[config.mk]
export PLATFORM = sky130hd
export DESIGN_NAME = nbl_loader
export DESIGN_NICKNAME = d
export VERILOG_FILES = /design/src/rtl/nbl_pkg.sv /design/src/rtl/nbl_strm_if.sv /design/src/rtl/nbl_buf2.sv /design/src/rtl/nbl_loader.sv
export SDC_FILE = /design/constraint.sdc
export NUM_CORES = 1
export LEC_CHECK = 0
export ABC_AREA = 0
export BUFFER_PORTS_ARGS = -buffer_cell sky130_fd_sc_hd__buf_2
export CAP_MARGIN = 20
export CORE_AREA = 5 5 218 220
export CTS_BUF_LIST = sky130_fd_sc_hd__clkbuf_4
export DETAILED_ROUTE_END_ITERATION = 16
export DIE_AREA = 0 0 223 225
export PLACE_DENSITY = 0.73
export SLEW_MARGIN = 10
export SYNTH_ARGS = -nofsm -noshare
export SYNTH_HDL_FRONTEND = slang
export SYNTH_SLANG_ARGS = --single-unit
[constraint.sdc]
create_clock -name i_clk -period 4 [get_ports i_clk]
set_input_delay 0.4 -clock i_clk [delete_from_list [all_inputs] [get_ports i_clk]]
set_output_delay 0.4 -clock i_clk [all_outputs]
set_load 0.02 [all_outputs]
[src/rtl/nbl_pkg.sv]
// shared constants and types of the nand boot loader
package nbl_pkg;
  localparam logic [1:0] BOOT_SEL_NAND = 2'h0;
  localparam logic [23:0] SIG_UPPER_STD = 24'hA1BCED;
  localparam logic [23:0] SIG_UPPER_COMPAT = 24'hA1ACED;
  localparam logic [7:0] SIG_SAFE = 8'h00;
  localparam logic [7:0] SIG_DMA = 8'h11;
  localparam logic [7:0] SIG_ICACHE = 8'h22;
  localparam logic [7:0] SIG_FAST_INTERFACE = 8'h33;
  localparam logic [7:0] SIG_DMA_ICACHE = 8'h44;
  localparam logic [7:0] SIG_ALL_OPTIONS = 8'h55;
  localparam logic [7:0] SIG_EEPROM_PARAMS = 8'hAA;
  localparam logic [31:0] EEPROM_REC_SIG = 32'hA1ACEDAA;
  localparam logic [15:0] BLK_FIRST = 16'h0001;
  localparam logic [15:0] BLK_LAST = 16'h0018;
  localparam logic [15:0] DESC_PAGE = 16'h0000;
  localparam logic [16:0] RAM_IMG_BASE = 17'h10020;
  localparam logic [16:0] RAM_IMG_END = 17'h1781F;
  localparam logic [16:0] RAM_DBG_ADDR = 17'h07FFC;
  localparam logic [16:0] RAM_WORD_STEP = 17'h00004;
  // descriptor word index = page byte offset / 4
  localparam logic [2:0] DESC_W_SIG = 3'h0;
  localparam logic [2:0] DESC_W_ENTRY = 3'h1;
  localparam logic [2:0] DESC_W_NPAGES = 3'h2;
  localparam logic [2:0] DESC_W_SBLK = 3'h3;
  localparam logic [2:0] DESC_W_SPAGE = 3'h4;
  // eeprom record word index = byte offset / 4; words 0 and 1 unused
  localparam int EE_W_SIG = 2;
  localparam int EE_W_PPB = 3;
  localparam int EE_W_ACYC = 4;
  localparam int EE_W_PSIZE = 5;
  localparam int EE_W_SPARE = 6;
  localparam int EE_W_BSHIFT = 7;
  localparam logic [15:0] ECC_UNIT_BYTES = 16'h0200;
  localparam int ECC_PER_UNIT_SHIFT = 5;
  localparam int UNIT_SHIFT = 9;
  localparam logic [15:0] ID4_PPB_BASE = 16'h0040;
  localparam logic [15:0] ID4_PAGE_BASE = 16'h0400;
  localparam int STRM_W = 34;
  typedef enum logic [3:0] {
    NBL_IDLE = 4'h0,
    NBL_GEOM = 4'h1,
    NBL_SRCH_REQ = 4'h2,
    NBL_DESC = 4'h3,
    NBL_CHECK = 4'h4,
    NBL_DBG_WR = 4'h5,
    NBL_COPY_REQ = 4'h6,
    NBL_COPY = 4'h7,
    NBL_DRAIN = 4'h8,
    NBL_DONE = 4'h9,
    NBL_HANDOVER = 4'hA
  } nbl_state_t;
endpackage

[src/rtl/nbl_strm_if.sv]
// valid/ready word stream between the loader and its buffer
`timescale 1ns/100ps
`default_nettype none
interface nbl_strm_if #(parameter int W = 34);
  logic [W-1:0] data;
  logic valid;
  logic ready;
  modport src (output data, output valid, input ready);
  modport snk (input data, input valid, output ready);
endinterface
`default_nettype wire

[src/rtl/nbl_buf2.sv]
// two-entry buffer with registered ready toward the filling side
`timescale 1ns/100ps
`default_nettype none
module nbl_buf2 #(
  parameter int W = 34
) (
  input wire logic i_clk,
  input wire logic i_rst_n,
  nbl_strm_if.snk s_in,
  nbl_strm_if.src s_out
);
  logic [W-1:0] mem_r [2];
  logic [W-1:0] mem_nxt [2];
  logic wp_r, wp_nxt, rp_r, rp_nxt;
  logic [1:0] cnt_r, cnt_nxt;
  logic rdy_r, rdy_nxt;
  logic push, pop;

  assign s_in.ready = rdy_r;
  assign s_out.valid = (cnt_r != 2'h0);
  assign s_out.data = mem_r[rp_r];

  always_comb begin
    push = s_in.valid && rdy_r;
    pop = (cnt_r != 2'h0) && s_out.ready;
    mem_nxt = mem_r;
    wp_nxt = wp_r;
    rp_nxt = rp_r;
    cnt_nxt = cnt_r;
    if (push) begin
      mem_nxt[wp_r] = s_in.data;
      wp_nxt = ~wp_r;
    end
    if (pop) begin
      rp_nxt = ~rp_r;
    end
    if (push && !pop) begin
      cnt_nxt = cnt_r + 2'h1;
    end else if (pop && !push) begin
      cnt_nxt = cnt_r - 2'h1;
    end
    // ready registered so the source never sees a combinational path
    rdy_nxt = (cnt_nxt != 2'h2);
  end

  always_ff @(posedge i_clk) begin
    if (!i_rst_n) begin
      mem_r[0] <= '0;
      mem_r[1] <= '0;
      wp_r <= 1'b0;
      rp_r <= 1'b0;
      cnt_r <= 2'h0;
      rdy_r <= 1'b0;
    end else begin
      mem_r <= mem_nxt;
      wp_r <= wp_nxt;
      rp_r <= rp_nxt;
      cnt_r <= cnt_nxt;
      rdy_r <= rdy_nxt;
    end
  end
endmodule // nbl_buf2
`default_nettype wire

[src/rtl/nbl_loader.sv]
// nand boot loader: geometry, descriptor search and image copy
// How it works
// - run only for select 00 after spi failure
// - compat layout: 512 data plus 16 ecc units
// - standard layout: contiguous data then ecc area
// - first descriptor look: block 1, page 0
// - bad signature: next block, 24 blocks max
// - write found block number to last ram word
// - nothing found in 24 blocks: hand to mmc
// - enable signature-selected options before copying
// - image goes to ram from 0x10020 to 0x1781F
// - skip the 32-byte vector table
// - 4-bit ecc check and correct during image reads
// - other read failure: resume search after descriptor block
// - descriptor words at offsets 0,4,8,12,16
// - signature upper pattern depends on layout
// - low byte selects the boot option
// - eeprom-params signature keeps compat upper pattern
// - geometry from eeprom, onfi, table or id byte
// - eeprom record fields at offsets 8 to 28
// - first 8 eeprom bytes ignored
// - onfi device: use parameter page values
// - id byte 4 decodes block and page size
`timescale 1ns/100ps
`default_nettype none
module nbl_loader
  import nbl_pkg::*;
#(
  parameter logic [7:0] DEF_ADDR_CYCLES = 8'h04,
  parameter logic [7:0] DEF_BLOCK_SHIFT = 8'h00
) (
  input wire logic i_clk,
  input wire logic i_rst_n,
  input wire logic [1:0] i_boot_select_pins,
  input wire logic i_spi_boot_failed,
  input wire logic i_std_layout,
  input wire logic i_eeprom_ok,
  input wire logic [255:0] i_eeprom_rec,
  input wire logic i_onfi_ok,
  input wire logic [15:0] i_onfi_page_bytes,
  input wire logic [15:0] i_onfi_pages_per_block,
  input wire logic i_tbl_hit,
  input wire logic [15:0] i_tbl_page_bytes,
  input wire logic [15:0] i_tbl_pages_per_block,
  input wire logic [7:0] i_id4,
  input wire logic [31:0] i_nd_data,
  input wire logic i_nd_last,
  input wire logic i_nd_err,
  input wire logic i_nd_valid,
  input wire logic i_ram_ready,
  output logic o_nd_ready,
  output logic o_rd_req,
  output logic [15:0] o_rd_block,
  output logic [15:0] o_rd_page,
  output logic o_ecc_en,
  output logic [15:0] o_page_bytes,
  output logic [15:0] o_pages_per_block,
  output logic [15:0] o_ecc_bytes,
  output logic [3:0] o_ecc_units,
  output logic [7:0] o_addr_cycles,
  output logic [7:0] o_block_shift,
  output logic o_dma_en,
  output logic o_icache_en,
  output logic o_fast_if_en,
  output logic o_ram_we,
  output logic [16:0] o_ram_addr,
  output logic [31:0] o_ram_wdata,
  output logic [31:0] o_entry_addr,
  output logic o_done,
  output logic o_mmc_handover
);
  nbl_strm_if #(.W(STRM_W)) s_in ();
  nbl_strm_if #(.W(STRM_W)) s_out ();

  nbl_buf2 #(.W(STRM_W)) u_buf (
    .i_clk(i_clk),
    .i_rst_n(i_rst_n),
    .s_in(s_in),
    .s_out(s_out)
  );

  assign s_in.data = {i_nd_err, i_nd_last, i_nd_data};
  assign s_in.valid = i_nd_valid;
  assign o_nd_ready = s_in.ready;

  nbl_state_t st_r, st_nxt;
  logic [15:0] blk_r, blk_nxt;
  logic [15:0] cblk_r, cblk_nxt;
  logic [15:0] cpage_r, cpage_nxt;
  logic [15:0] left_r, left_nxt;
  logic [2:0] widx_r, widx_nxt;
  logic [31:0] sig_r, sig_nxt;
  logic [31:0] entry_r, entry_nxt;
  logic [15:0] npages_r, npages_nxt;
  logic [15:0] sblk_r, sblk_nxt;
  logic [15:0] spage_r, spage_nxt;
  logic desc_bad_r, desc_bad_nxt;
  logic [16:0] waddr_r, waddr_nxt;
  logic [15:0] pgb_r, pgb_nxt;
  logic [15:0] ppb_r, ppb_nxt;
  logic [15:0] eccb_r, eccb_nxt;
  logic [3:0] units_r, units_nxt;
  logic [7:0] acyc_r, acyc_nxt;
  logic [7:0] bsh_r, bsh_nxt;
  logic dma_r, dma_nxt, ic_r, ic_nxt, fast_r, fast_nxt;
  logic req_r, req_nxt, ecc_r, ecc_nxt;
  logic we_r, we_nxt;
  logic [16:0] ra_r, ra_nxt;
  logic [31:0] rd_r, rd_nxt;
  logic done_r, done_nxt, mmc_r, mmc_nxt;
  logic slot_free;
  logic sig_ok;
  logic [31:0] w;
  logic w_last, w_err;

  always_comb begin
    slot_free = !we_r || i_ram_ready;
    w = s_out.data[31:0];
    w_last = s_out.data[32];
    w_err = s_out.data[33];
    // words only leave the buffer while a read is consumed
    s_out.ready = (st_r == NBL_DESC) || ((st_r == NBL_COPY) && slot_free) ||
                  ((st_r == NBL_DRAIN) && desc_bad_r);
    // signature check: upper pattern by layout (compat for eeprom params), low byte a known code
    sig_ok = 1'b0;
    unique case (sig_r[7:0])
      SIG_SAFE, SIG_DMA, SIG_ICACHE, SIG_FAST_INTERFACE, SIG_DMA_ICACHE,
      SIG_ALL_OPTIONS: begin
        sig_ok = (sig_r[31:8] ==
                  (i_std_layout ? SIG_UPPER_STD : SIG_UPPER_COMPAT));
      end
      SIG_EEPROM_PARAMS: begin
        sig_ok = (sig_r[31:8] == SIG_UPPER_COMPAT);
      end
      default: begin
        sig_ok = 1'b0;
      end
    endcase
  end

  always_comb begin
    st_nxt = st_r;
    blk_nxt = blk_r;
    cblk_nxt = cblk_r;
    cpage_nxt = cpage_r;
    left_nxt = left_r;
    widx_nxt = widx_r;
    sig_nxt = sig_r;
    entry_nxt = entry_r;
    npages_nxt = npages_r;
    sblk_nxt = sblk_r;
    spage_nxt = spage_r;
    desc_bad_nxt = desc_bad_r;
    waddr_nxt = waddr_r;
    pgb_nxt = pgb_r;
    ppb_nxt = ppb_r;
    eccb_nxt = eccb_r;
    units_nxt = units_r;
    acyc_nxt = acyc_r;
    bsh_nxt = bsh_r;
    dma_nxt = dma_r;
    ic_nxt = ic_r;
    fast_nxt = fast_r;
    req_nxt = 1'b0;
    ecc_nxt = ecc_r;
    we_nxt = we_r && !i_ram_ready;
    ra_nxt = ra_r;
    rd_nxt = rd_r;
    done_nxt = done_r;
    mmc_nxt = mmc_r;
    unique case (st_r)
      NBL_IDLE: begin
        if (i_boot_select_pins == BOOT_SEL_NAND && i_spi_boot_failed) begin
          st_nxt = NBL_GEOM;
        end
      end
      NBL_GEOM: begin
        acyc_nxt = DEF_ADDR_CYCLES;
        bsh_nxt = DEF_BLOCK_SHIFT;
        // eeprom words 0 and 1 may hold a mac address and are never read
        if (i_eeprom_ok &&
            i_eeprom_rec[EE_W_SIG*32 +: 32] == EEPROM_REC_SIG) begin
          ppb_nxt = i_eeprom_rec[EE_W_PPB*32 +: 16];
          acyc_nxt = i_eeprom_rec[EE_W_ACYC*32 +: 8];
          pgb_nxt = i_eeprom_rec[EE_W_PSIZE*32 +: 16];
          bsh_nxt = i_eeprom_rec[EE_W_BSHIFT*32 +: 8];
          eccb_nxt = i_eeprom_rec[EE_W_SPARE*32 +: 16];
        end else if (i_onfi_ok) begin
          pgb_nxt = i_onfi_page_bytes;
          ppb_nxt = i_onfi_pages_per_block;
        end else if (i_tbl_hit) begin
          pgb_nxt = i_tbl_page_bytes;
          ppb_nxt = i_tbl_pages_per_block;
        end else begin
          // block 64KB<<b[5:4], page 1KB<<b[1:0]
          pgb_nxt = ID4_PAGE_BASE << i_id4[1:0];
          ppb_nxt = (ID4_PPB_BASE << i_id4[5:4]) >> i_id4[1:0];
        end
        blk_nxt = BLK_FIRST;
        desc_bad_nxt = 1'b1;
        sig_nxt = '0;
        widx_nxt = 3'h0;
        st_nxt = NBL_SRCH_REQ;
      end
      NBL_SRCH_REQ: begin
        // without a valid eeprom record, ecc area is 16 bytes per 512 data bytes in both layouts
        if (!(i_eeprom_ok &&
              i_eeprom_rec[EE_W_SIG*32 +: 32] == EEPROM_REC_SIG)) begin
          eccb_nxt = pgb_r >> ECC_PER_UNIT_SHIFT;
        end
        units_nxt = i_std_layout ? 4'h1 :
                    4'((pgb_r >> UNIT_SHIFT) & 16'h000F);
        req_nxt = 1'b1;
        ra_nxt = ra_r;
        cblk_nxt = blk_r;
        cpage_nxt = DESC_PAGE;
        widx_nxt = 3'h0;
        desc_bad_nxt = 1'b0;
        ecc_nxt = 1'b0;
        st_nxt = NBL_DESC;
      end
      NBL_DESC: begin
        if (s_out.valid) begin
          if (w_err) begin
            desc_bad_nxt = 1'b1;
          end
          if (widx_r <= DESC_W_SPAGE) begin
            widx_nxt = widx_r + 3'h1;
          end
          unique case (widx_r)
            DESC_W_SIG: sig_nxt = w;
            DESC_W_ENTRY: entry_nxt = w;
            DESC_W_NPAGES: npages_nxt = w[15:0];
            DESC_W_SBLK: sblk_nxt = w[15:0];
            DESC_W_SPAGE: spage_nxt = w[15:0];
            default: begin
            end
          endcase
          if (w_last) begin
            st_nxt = NBL_CHECK;
          end
        end
      end
      NBL_CHECK: begin
        if (sig_ok && !desc_bad_r && npages_r != 16'h0000) begin
          st_nxt = NBL_DBG_WR;
        end else if (blk_r == BLK_LAST) begin
          st_nxt = NBL_HANDOVER;
        end else begin
          blk_nxt = blk_r + 16'h0001;
          st_nxt = NBL_SRCH_REQ;
        end
      end
      NBL_DBG_WR: begin
        if (slot_free) begin
          we_nxt = 1'b1;
          ra_nxt = RAM_DBG_ADDR;
          rd_nxt = {16'h0000, blk_r};
          unique case (sig_r[7:0])
            SIG_DMA: dma_nxt = 1'b1;
            SIG_ICACHE: ic_nxt = 1'b1;
            SIG_FAST_INTERFACE: fast_nxt = 1'b1;
            SIG_DMA_ICACHE: begin
              dma_nxt = 1'b1;
              ic_nxt = 1'b1;
            end
            SIG_ALL_OPTIONS: begin
              dma_nxt = 1'b1;
              ic_nxt = 1'b1;
              fast_nxt = 1'b1;
            end
            default: begin
            end
          endcase
          // options stand before the first image read is issued
          cblk_nxt = sblk_r;
          cpage_nxt = spage_r;
          left_nxt = npages_r;
          waddr_nxt = RAM_IMG_BASE;
          st_nxt = NBL_COPY_REQ;
        end
      end
      NBL_COPY_REQ: begin
        req_nxt = 1'b1;
        ecc_nxt = 1'b1;
        st_nxt = NBL_COPY;
      end
      NBL_COPY: begin
        if (s_out.valid && slot_free) begin
          // uncorrectable page or image past ram end abandons this copy
          if (w_err || waddr_r > RAM_IMG_END - 17'h00003) begin
            ecc_nxt = 1'b0;
            dma_nxt = 1'b0;
            ic_nxt = 1'b0;
            fast_nxt = 1'b0;
            if (blk_r == BLK_LAST) begin
              st_nxt = NBL_HANDOVER;
            end else begin
              blk_nxt = blk_r + 16'h0001;
              st_nxt = w_last ? NBL_SRCH_REQ : NBL_DRAIN;
              desc_bad_nxt = 1'b1;
            end
          end else begin
            we_nxt = 1'b1;
            ra_nxt = waddr_r;
            rd_nxt = w;
            waddr_nxt = waddr_r + RAM_WORD_STEP;
            if (w_last) begin
              left_nxt = left_r - 16'h0001;
              if (left_r == 16'h0001) begin
                ecc_nxt = 1'b0;
                desc_bad_nxt = 1'b0;
                st_nxt = NBL_DRAIN;
              end else begin
                st_nxt = NBL_COPY_REQ;
                if (cpage_r + 16'h0001 == ppb_r) begin
                  cpage_nxt = 16'h0000;
                  cblk_nxt = cblk_r + 16'h0001;
                end else begin
                  cpage_nxt = cpage_r + 16'h0001;
                end
              end
            end
          end
        end
      end
      NBL_DRAIN: begin
        // after a failure, the rest of the bad page is discarded here
        if (desc_bad_r) begin
          if (s_out.valid && w_last) begin
            st_nxt = NBL_SRCH_REQ;
          end
        end else if (!s_out.valid && slot_free && !we_r) begin
          done_nxt = 1'b1;
          st_nxt = NBL_DONE;
        end
      end
      NBL_DONE: begin
        done_nxt = 1'b1;
      end
      NBL_HANDOVER: begin
        mmc_nxt = 1'b1;
      end
      default: begin
        st_nxt = NBL_IDLE;
      end
    endcase
  end

  always_ff @(posedge i_clk) begin
    if (!i_rst_n) begin
      st_r <= NBL_IDLE;
      blk_r <= BLK_FIRST;
      cblk_r <= 16'h0000;
      cpage_r <= 16'h0000;
      left_r <= 16'h0000;
      widx_r <= 3'h0;
      sig_r <= 32'h00000000;
      entry_r <= 32'h00000000;
      npages_r <= 16'h0000;
      sblk_r <= 16'h0000;
      spage_r <= 16'h0000;
      desc_bad_r <= 1'b0;
      waddr_r <= RAM_IMG_BASE;
      pgb_r <= 16'h0000;
      ppb_r <= 16'h0000;
      eccb_r <= 16'h0000;
      units_r <= 4'h0;
      acyc_r <= 8'h00;
      bsh_r <= 8'h00;
      dma_r <= 1'b0;
      ic_r <= 1'b0;
      fast_r <= 1'b0;
      req_r <= 1'b0;
      ecc_r <= 1'b0;
      we_r <= 1'b0;
      ra_r <= 17'h00000;
      rd_r <= 32'h00000000;
      done_r <= 1'b0;
      mmc_r <= 1'b0;
    end else begin
      st_r <= st_nxt;
      blk_r <= blk_nxt;
      cblk_r <= cblk_nxt;
      cpage_r <= cpage_nxt;
      left_r <= left_nxt;
      widx_r <= widx_nxt;
      sig_r <= sig_nxt;
      entry_r <= entry_nxt;
      npages_r <= npages_nxt;
      sblk_r <= sblk_nxt;
      spage_r <= spage_nxt;
      desc_bad_r <= desc_bad_nxt;
      waddr_r <= waddr_nxt;
      pgb_r <= pgb_nxt;
      ppb_r <= ppb_nxt;
      eccb_r <= eccb_nxt;
      units_r <= units_nxt;
      acyc_r <= acyc_nxt;
      bsh_r <= bsh_nxt;
      dma_r <= dma_nxt;
      ic_r <= ic_nxt;
      fast_r <= fast_nxt;
      req_r <= req_nxt;
      ecc_r <= ecc_nxt;
      we_r <= we_nxt;
      ra_r <= ra_nxt;
      rd_r <= rd_nxt;
      done_r <= done_nxt;
      mmc_r <= mmc_nxt;
    end
  end

  assign o_rd_req = req_r;
  assign o_rd_block = cblk_r;
  assign o_rd_page = cpage_r;
  assign o_ecc_en = ecc_r;
  assign o_page_bytes = pgb_r;
  assign o_pages_per_block = ppb_r;
  assign o_ecc_bytes = eccb_r;
  assign o_ecc_units = units_r;
  assign o_addr_cycles = acyc_r;
  assign o_block_shift = bsh_r;
  assign o_dma_en = dma_r;
  assign o_icache_en = ic_r;
  assign o_fast_if_en = fast_r;
  assign o_ram_we = we_r;
  assign o_ram_addr = ra_r;
  assign o_ram_wdata = rd_r;
  assign o_entry_addr = entry_r;
  assign o_done = done_r;
  assign o_mmc_handover = mmc_r;
endmodule // nbl_loader
`default_nettype wire

==> metrics.cfg <==
[finish]
syn_to_final_growth_pct=28.8
n_fill_cell=4327
fin_cells=3428
drive_gt1_share_pct=23.8
nets=3139
fin_util_pct=51.2

[worst_hold_path]
min_to=o_pages_per_block[0]
worstHoldPathCells=4
min_path_type=in -> reg
min_from=i_tbl_pages_per_block[0]

[placed_design]
place_congestion=0.950
dp.cells=3121
dp_hpwl_mm=47.7
io_buffers=396

[floorplanning]
die_width_um=223
die_h_um=225
die-area_um2=50200
rows=78
coreArea_um2=45100
io_pins=563
start_util_pct=39.8

[clock_network]
cts_inserted_buffers=106
cts.repair.resized=0
cts_buffer_depth=3
cts_root_buffer=clkbuf_4
worst_skew_pair.late_latency_ps=860
cts_tree=done
cts.clk_slew.worst_paths_ps=70
htree_levels=3
cts_sinks=395

[sta]
finalCriticalPeriod_ps=3370
finalSetupTns_ps=0
setup_viol=0
hold_viol=0
fin_skew_ps=65.0
fmax_mhz=296
slew_headroom_pct=28.7
fin_crit_sh_pct=84.4
rsz0062_at_grt=no
worst_pin_slew_ps=1050
drv_slew=0

[global_routing]
globalRoute.totalOverflow=0
grt_pass1_wl_mm=102
grt_pass1_vias=18400
antenna_found_initial=5
grt_max_degree=143
grt.total_usage_pct=25.3

[worst_setup_path]
cp_max_fo=12
end_kind=flop
reg2reg_from=o_rd_page[0]
arrival_ps=4110
crit_type=reg -> reg
rr_worst_depth=10
r2r_slack_ps=630
r2r_end=o_rd_block[7]
cp-start-kind=flop
cp.required_ps=4740

[routing]
vias_per_cell=5.58
avgRoutedWirePerCell_um=19.6
drc=0
vias=19100
totalWireLength_mm=67.1
ant_nets=0
drt_first_pass_iters=5
drtIter0Drc=1601

[synth]
ys_ff_latch=395
synth_area_um2=17900
yosysWarnings=0
yosysSeqAreaShare_pct=44.1
synth_edf_count=0
async_flop_share_pct=0
synth.distinct_cells=79
ys.flop_type=dfxtp_1
postSynthCellCount=2230
synth.avg_cell_area_um2=8.04

[power_and_ir_drop]
power_density_nw_per_um2=441
power_leakage_nw=9.02
ir_worst_vdd_v=0.000232
p_total_mw=10.2

[flow_run]
max-cap-violations=0

[outcome]
status=completed

## logic make-up (layout without fill, tap and decap cells)
kind of cell    after synthesis  in the layout  share of synthesized area (%)
fa+ha+maj                    14             14                          0.977
compound gates              603            603                           22.1
buf+inv                     195            788                           4.22
flops                       395            395                           44.1
simple gates                931            931                           23.7
mux                          43             43                           2.52
other cells                   1              6                         0.0209
xor+xnor                     48             48                           2.35
## per-layer routing
layer	vias up	track usage, %	routed length [µm]
met4	2	11.7	2770
li1	9076	-	-
met1	8967	31.2	27000
met3	171	5.73	5650
met2	898	42.2	31700
met5	-	0	13
## cells in the final DEF, fill, tap and decap left out, drive strengths merged, types with 6 or more instances in the layout
| cell type | Yosys | layout |
|---|---|---|
| dfxtp | 395 | 395 |
| and2 | 6 | 6 |
| a221oi | 10 | 10 |
| o21ai | 68 | 68 |
| mux2 | 17 | 17 |
| a221o | 24 | 24 |
| nand4 | 31 | 31 |
| dlygate4sd3 | 0 | 123 |
| o21a | 7 | 7 |
| a311oi | 23 | 23 |
| nor2b | 23 | 23 |
| o211ai | 58 | 58 |
| clkbuf | 140 | 153 |
| o22ai | 17 | 17 |
| ha | 14 | 14 |
| xnor2 | 23 | 23 |
| xor2 | 25 | 25 |
| clkinv | 1 | 23 |
| nand2 | 357 | 357 |
| buf | 24 | 454 |
| a211oi | 76 | 76 |
| a22oi | 42 | 42 |
| a31oi | 19 | 19 |
| inv | 30 | 34 |
| and3 | 21 | 21 |
| mux2i | 26 | 26 |
| nand2b | 14 | 14 |
| o31ai | 7 | 7 |
| or3 | 18 | 18 |
| nor2 | 289 | 289 |
| a22o | 6 | 6 |
| a21oi | 209 | 209 |
| nor3 | 53 | 53 |
| nand3 | 61 | 61 |
| nor4bb | 10 | 10 |
| and4 | 7 | 7 |
| nor4 | 15 | 15 |
## power breakdown
| part | switching [mW] | total [mW] | internal, mW |
|---|---|---|---|
| Clock | 1.73 | 3.48 | 1.75 |
| Combinational | 1.47 | 2.28 | 0.805 |
| Sequential | 0.255 | 4.42 | 4.17 |
## metrics by stage
stage	setup WS [ps]	hold WS, ps	instance area, µm²
3_5_place_dp	700	443	20600
3_3_place_gp	693	439	20500
5_1_grt	397	91.5	23100
4_1_cts	692	13.3	23100
2_1_floorplan	1100	433	17900
6_report	626	107	23100
## synth_stat cells, drive strengths merged (4+ instances only)
| master | count | area [µm²] |
|---|---|---|
| a211oi | 76 | 571 |
| xnor2 | 23 | 201 |
| o221a | 5 | 56.3 |
| and2 | 6 | 37.5 |
| a21oi | 209 | 1050 |
| a221oi | 10 | 87.6 |
| nand2 | 357 | 1360 |
| and4 | 7 | 61.3 |
| o311ai | 5 | 43.8 |
| o31ai | 7 | 52.6 |
| clkbuf | 140 | 527 |
| nor3 | 53 | 265 |
| nand4 | 31 | 215 |
| o211ai | 58 | 435 |
| nor4b | 5 | 43.8 |
| or3 | 18 | 113 |
| or4 | 5 | 41.3 |
| a22oi | 42 | 315 |
| nor4 | 15 | 109 |
| nor2 | 289 | 1080 |
| a311oi | 23 | 201 |
| nand3 | 61 | 328 |
| ha | 14 | 175 |
| o22ai | 17 | 106 |
| nor4bb | 10 | 100 |
| dfxtp | 395 | 7910 |
| buf | 24 | 113 |
| mux2 | 17 | 191 |
| a22o | 6 | 52.6 |
| a222oi | 4 | 40.0 |
| a221o | 24 | 240 |
| and3 | 21 | 131 |
| inv | 30 | 113 |
| o21ai | 68 | 344 |
| o21a | 7 | 52.6 |
| a31oi | 19 | 119 |
| xor2 | 25 | 219 |
| or2 | 5 | 31.3 |
| mux2i | 26 | 260 |
| nand2b | 14 | 87.6 |
| nor2b | 23 | 144 |
## registers in the layout, indices dropped and copies added, names as in the netlist, 2 cells and up
signal and count:
o_ecc_bytes 16, u_buf.mem_r 68, npages_r 16, o_addr_cycles 8, spage_r 16, o_rd_page 16, widx_r 3, st_r 4
o_ram_wdata 32, o_block_shift 8, o_rd_block 16, sig_r 32, o_pages_per_block 16, waddr_r 15, u_buf.cnt_r 2, blk_r 16
o_entry_addr 32, sblk_r 16, o_page_bytes 16, left_r 16, o_ecc_units 4, o_ram_addr 15
## worst max-delay path, cell delays in order (launching register included)
cell and delay, ps:
dfxtp_1 540, ha_1 380, nand3_1 230, or4_4 490, xnor2_1 140, o311ai_1 120, nor4_2 90, buf_4 200
o21ai_1 670, mux2i_1 290, o2bb2ai_1 130
## cell type report
type                    count  area [µm²]  area share, %
multi-input cells        1641        9320           40.4
inverters                  31         124          0.537
well taps                 600         751           3.25
repair buffers            577        3680           15.9
flip-flops and latches    395        7910           34.3
clock inverters            27         140          0.607
diodes                      4        10.0         0.0434
clock buffers             153        1150           4.98
## worst max-delay path by stage
stage,depth (start not counted),endpoint,start,slack (ps)
floorplan,10,o_rd_page[3],o_rd_page[0],1100
global placement,9,o_rd_page[3],o_rd_page[0],690
detailed placement,9,o_rd_page[3],o_rd_page[0],700
CTS,9,o_rd_page[3],o_rd_page[0],690
global route,10,o_rd_block[7],o_rd_page[0],400
finish,10,o_rd_block[7],o_rd_page[0],630
## what timing repair did
| action | CTS | global route |
|---|---|---|
| setup buffers | 0 | 0 |
| hold buffers | 123 | 0 |
| hold endpoints to repair | 135 | 0 |
(Power assumes the default switching activity.)
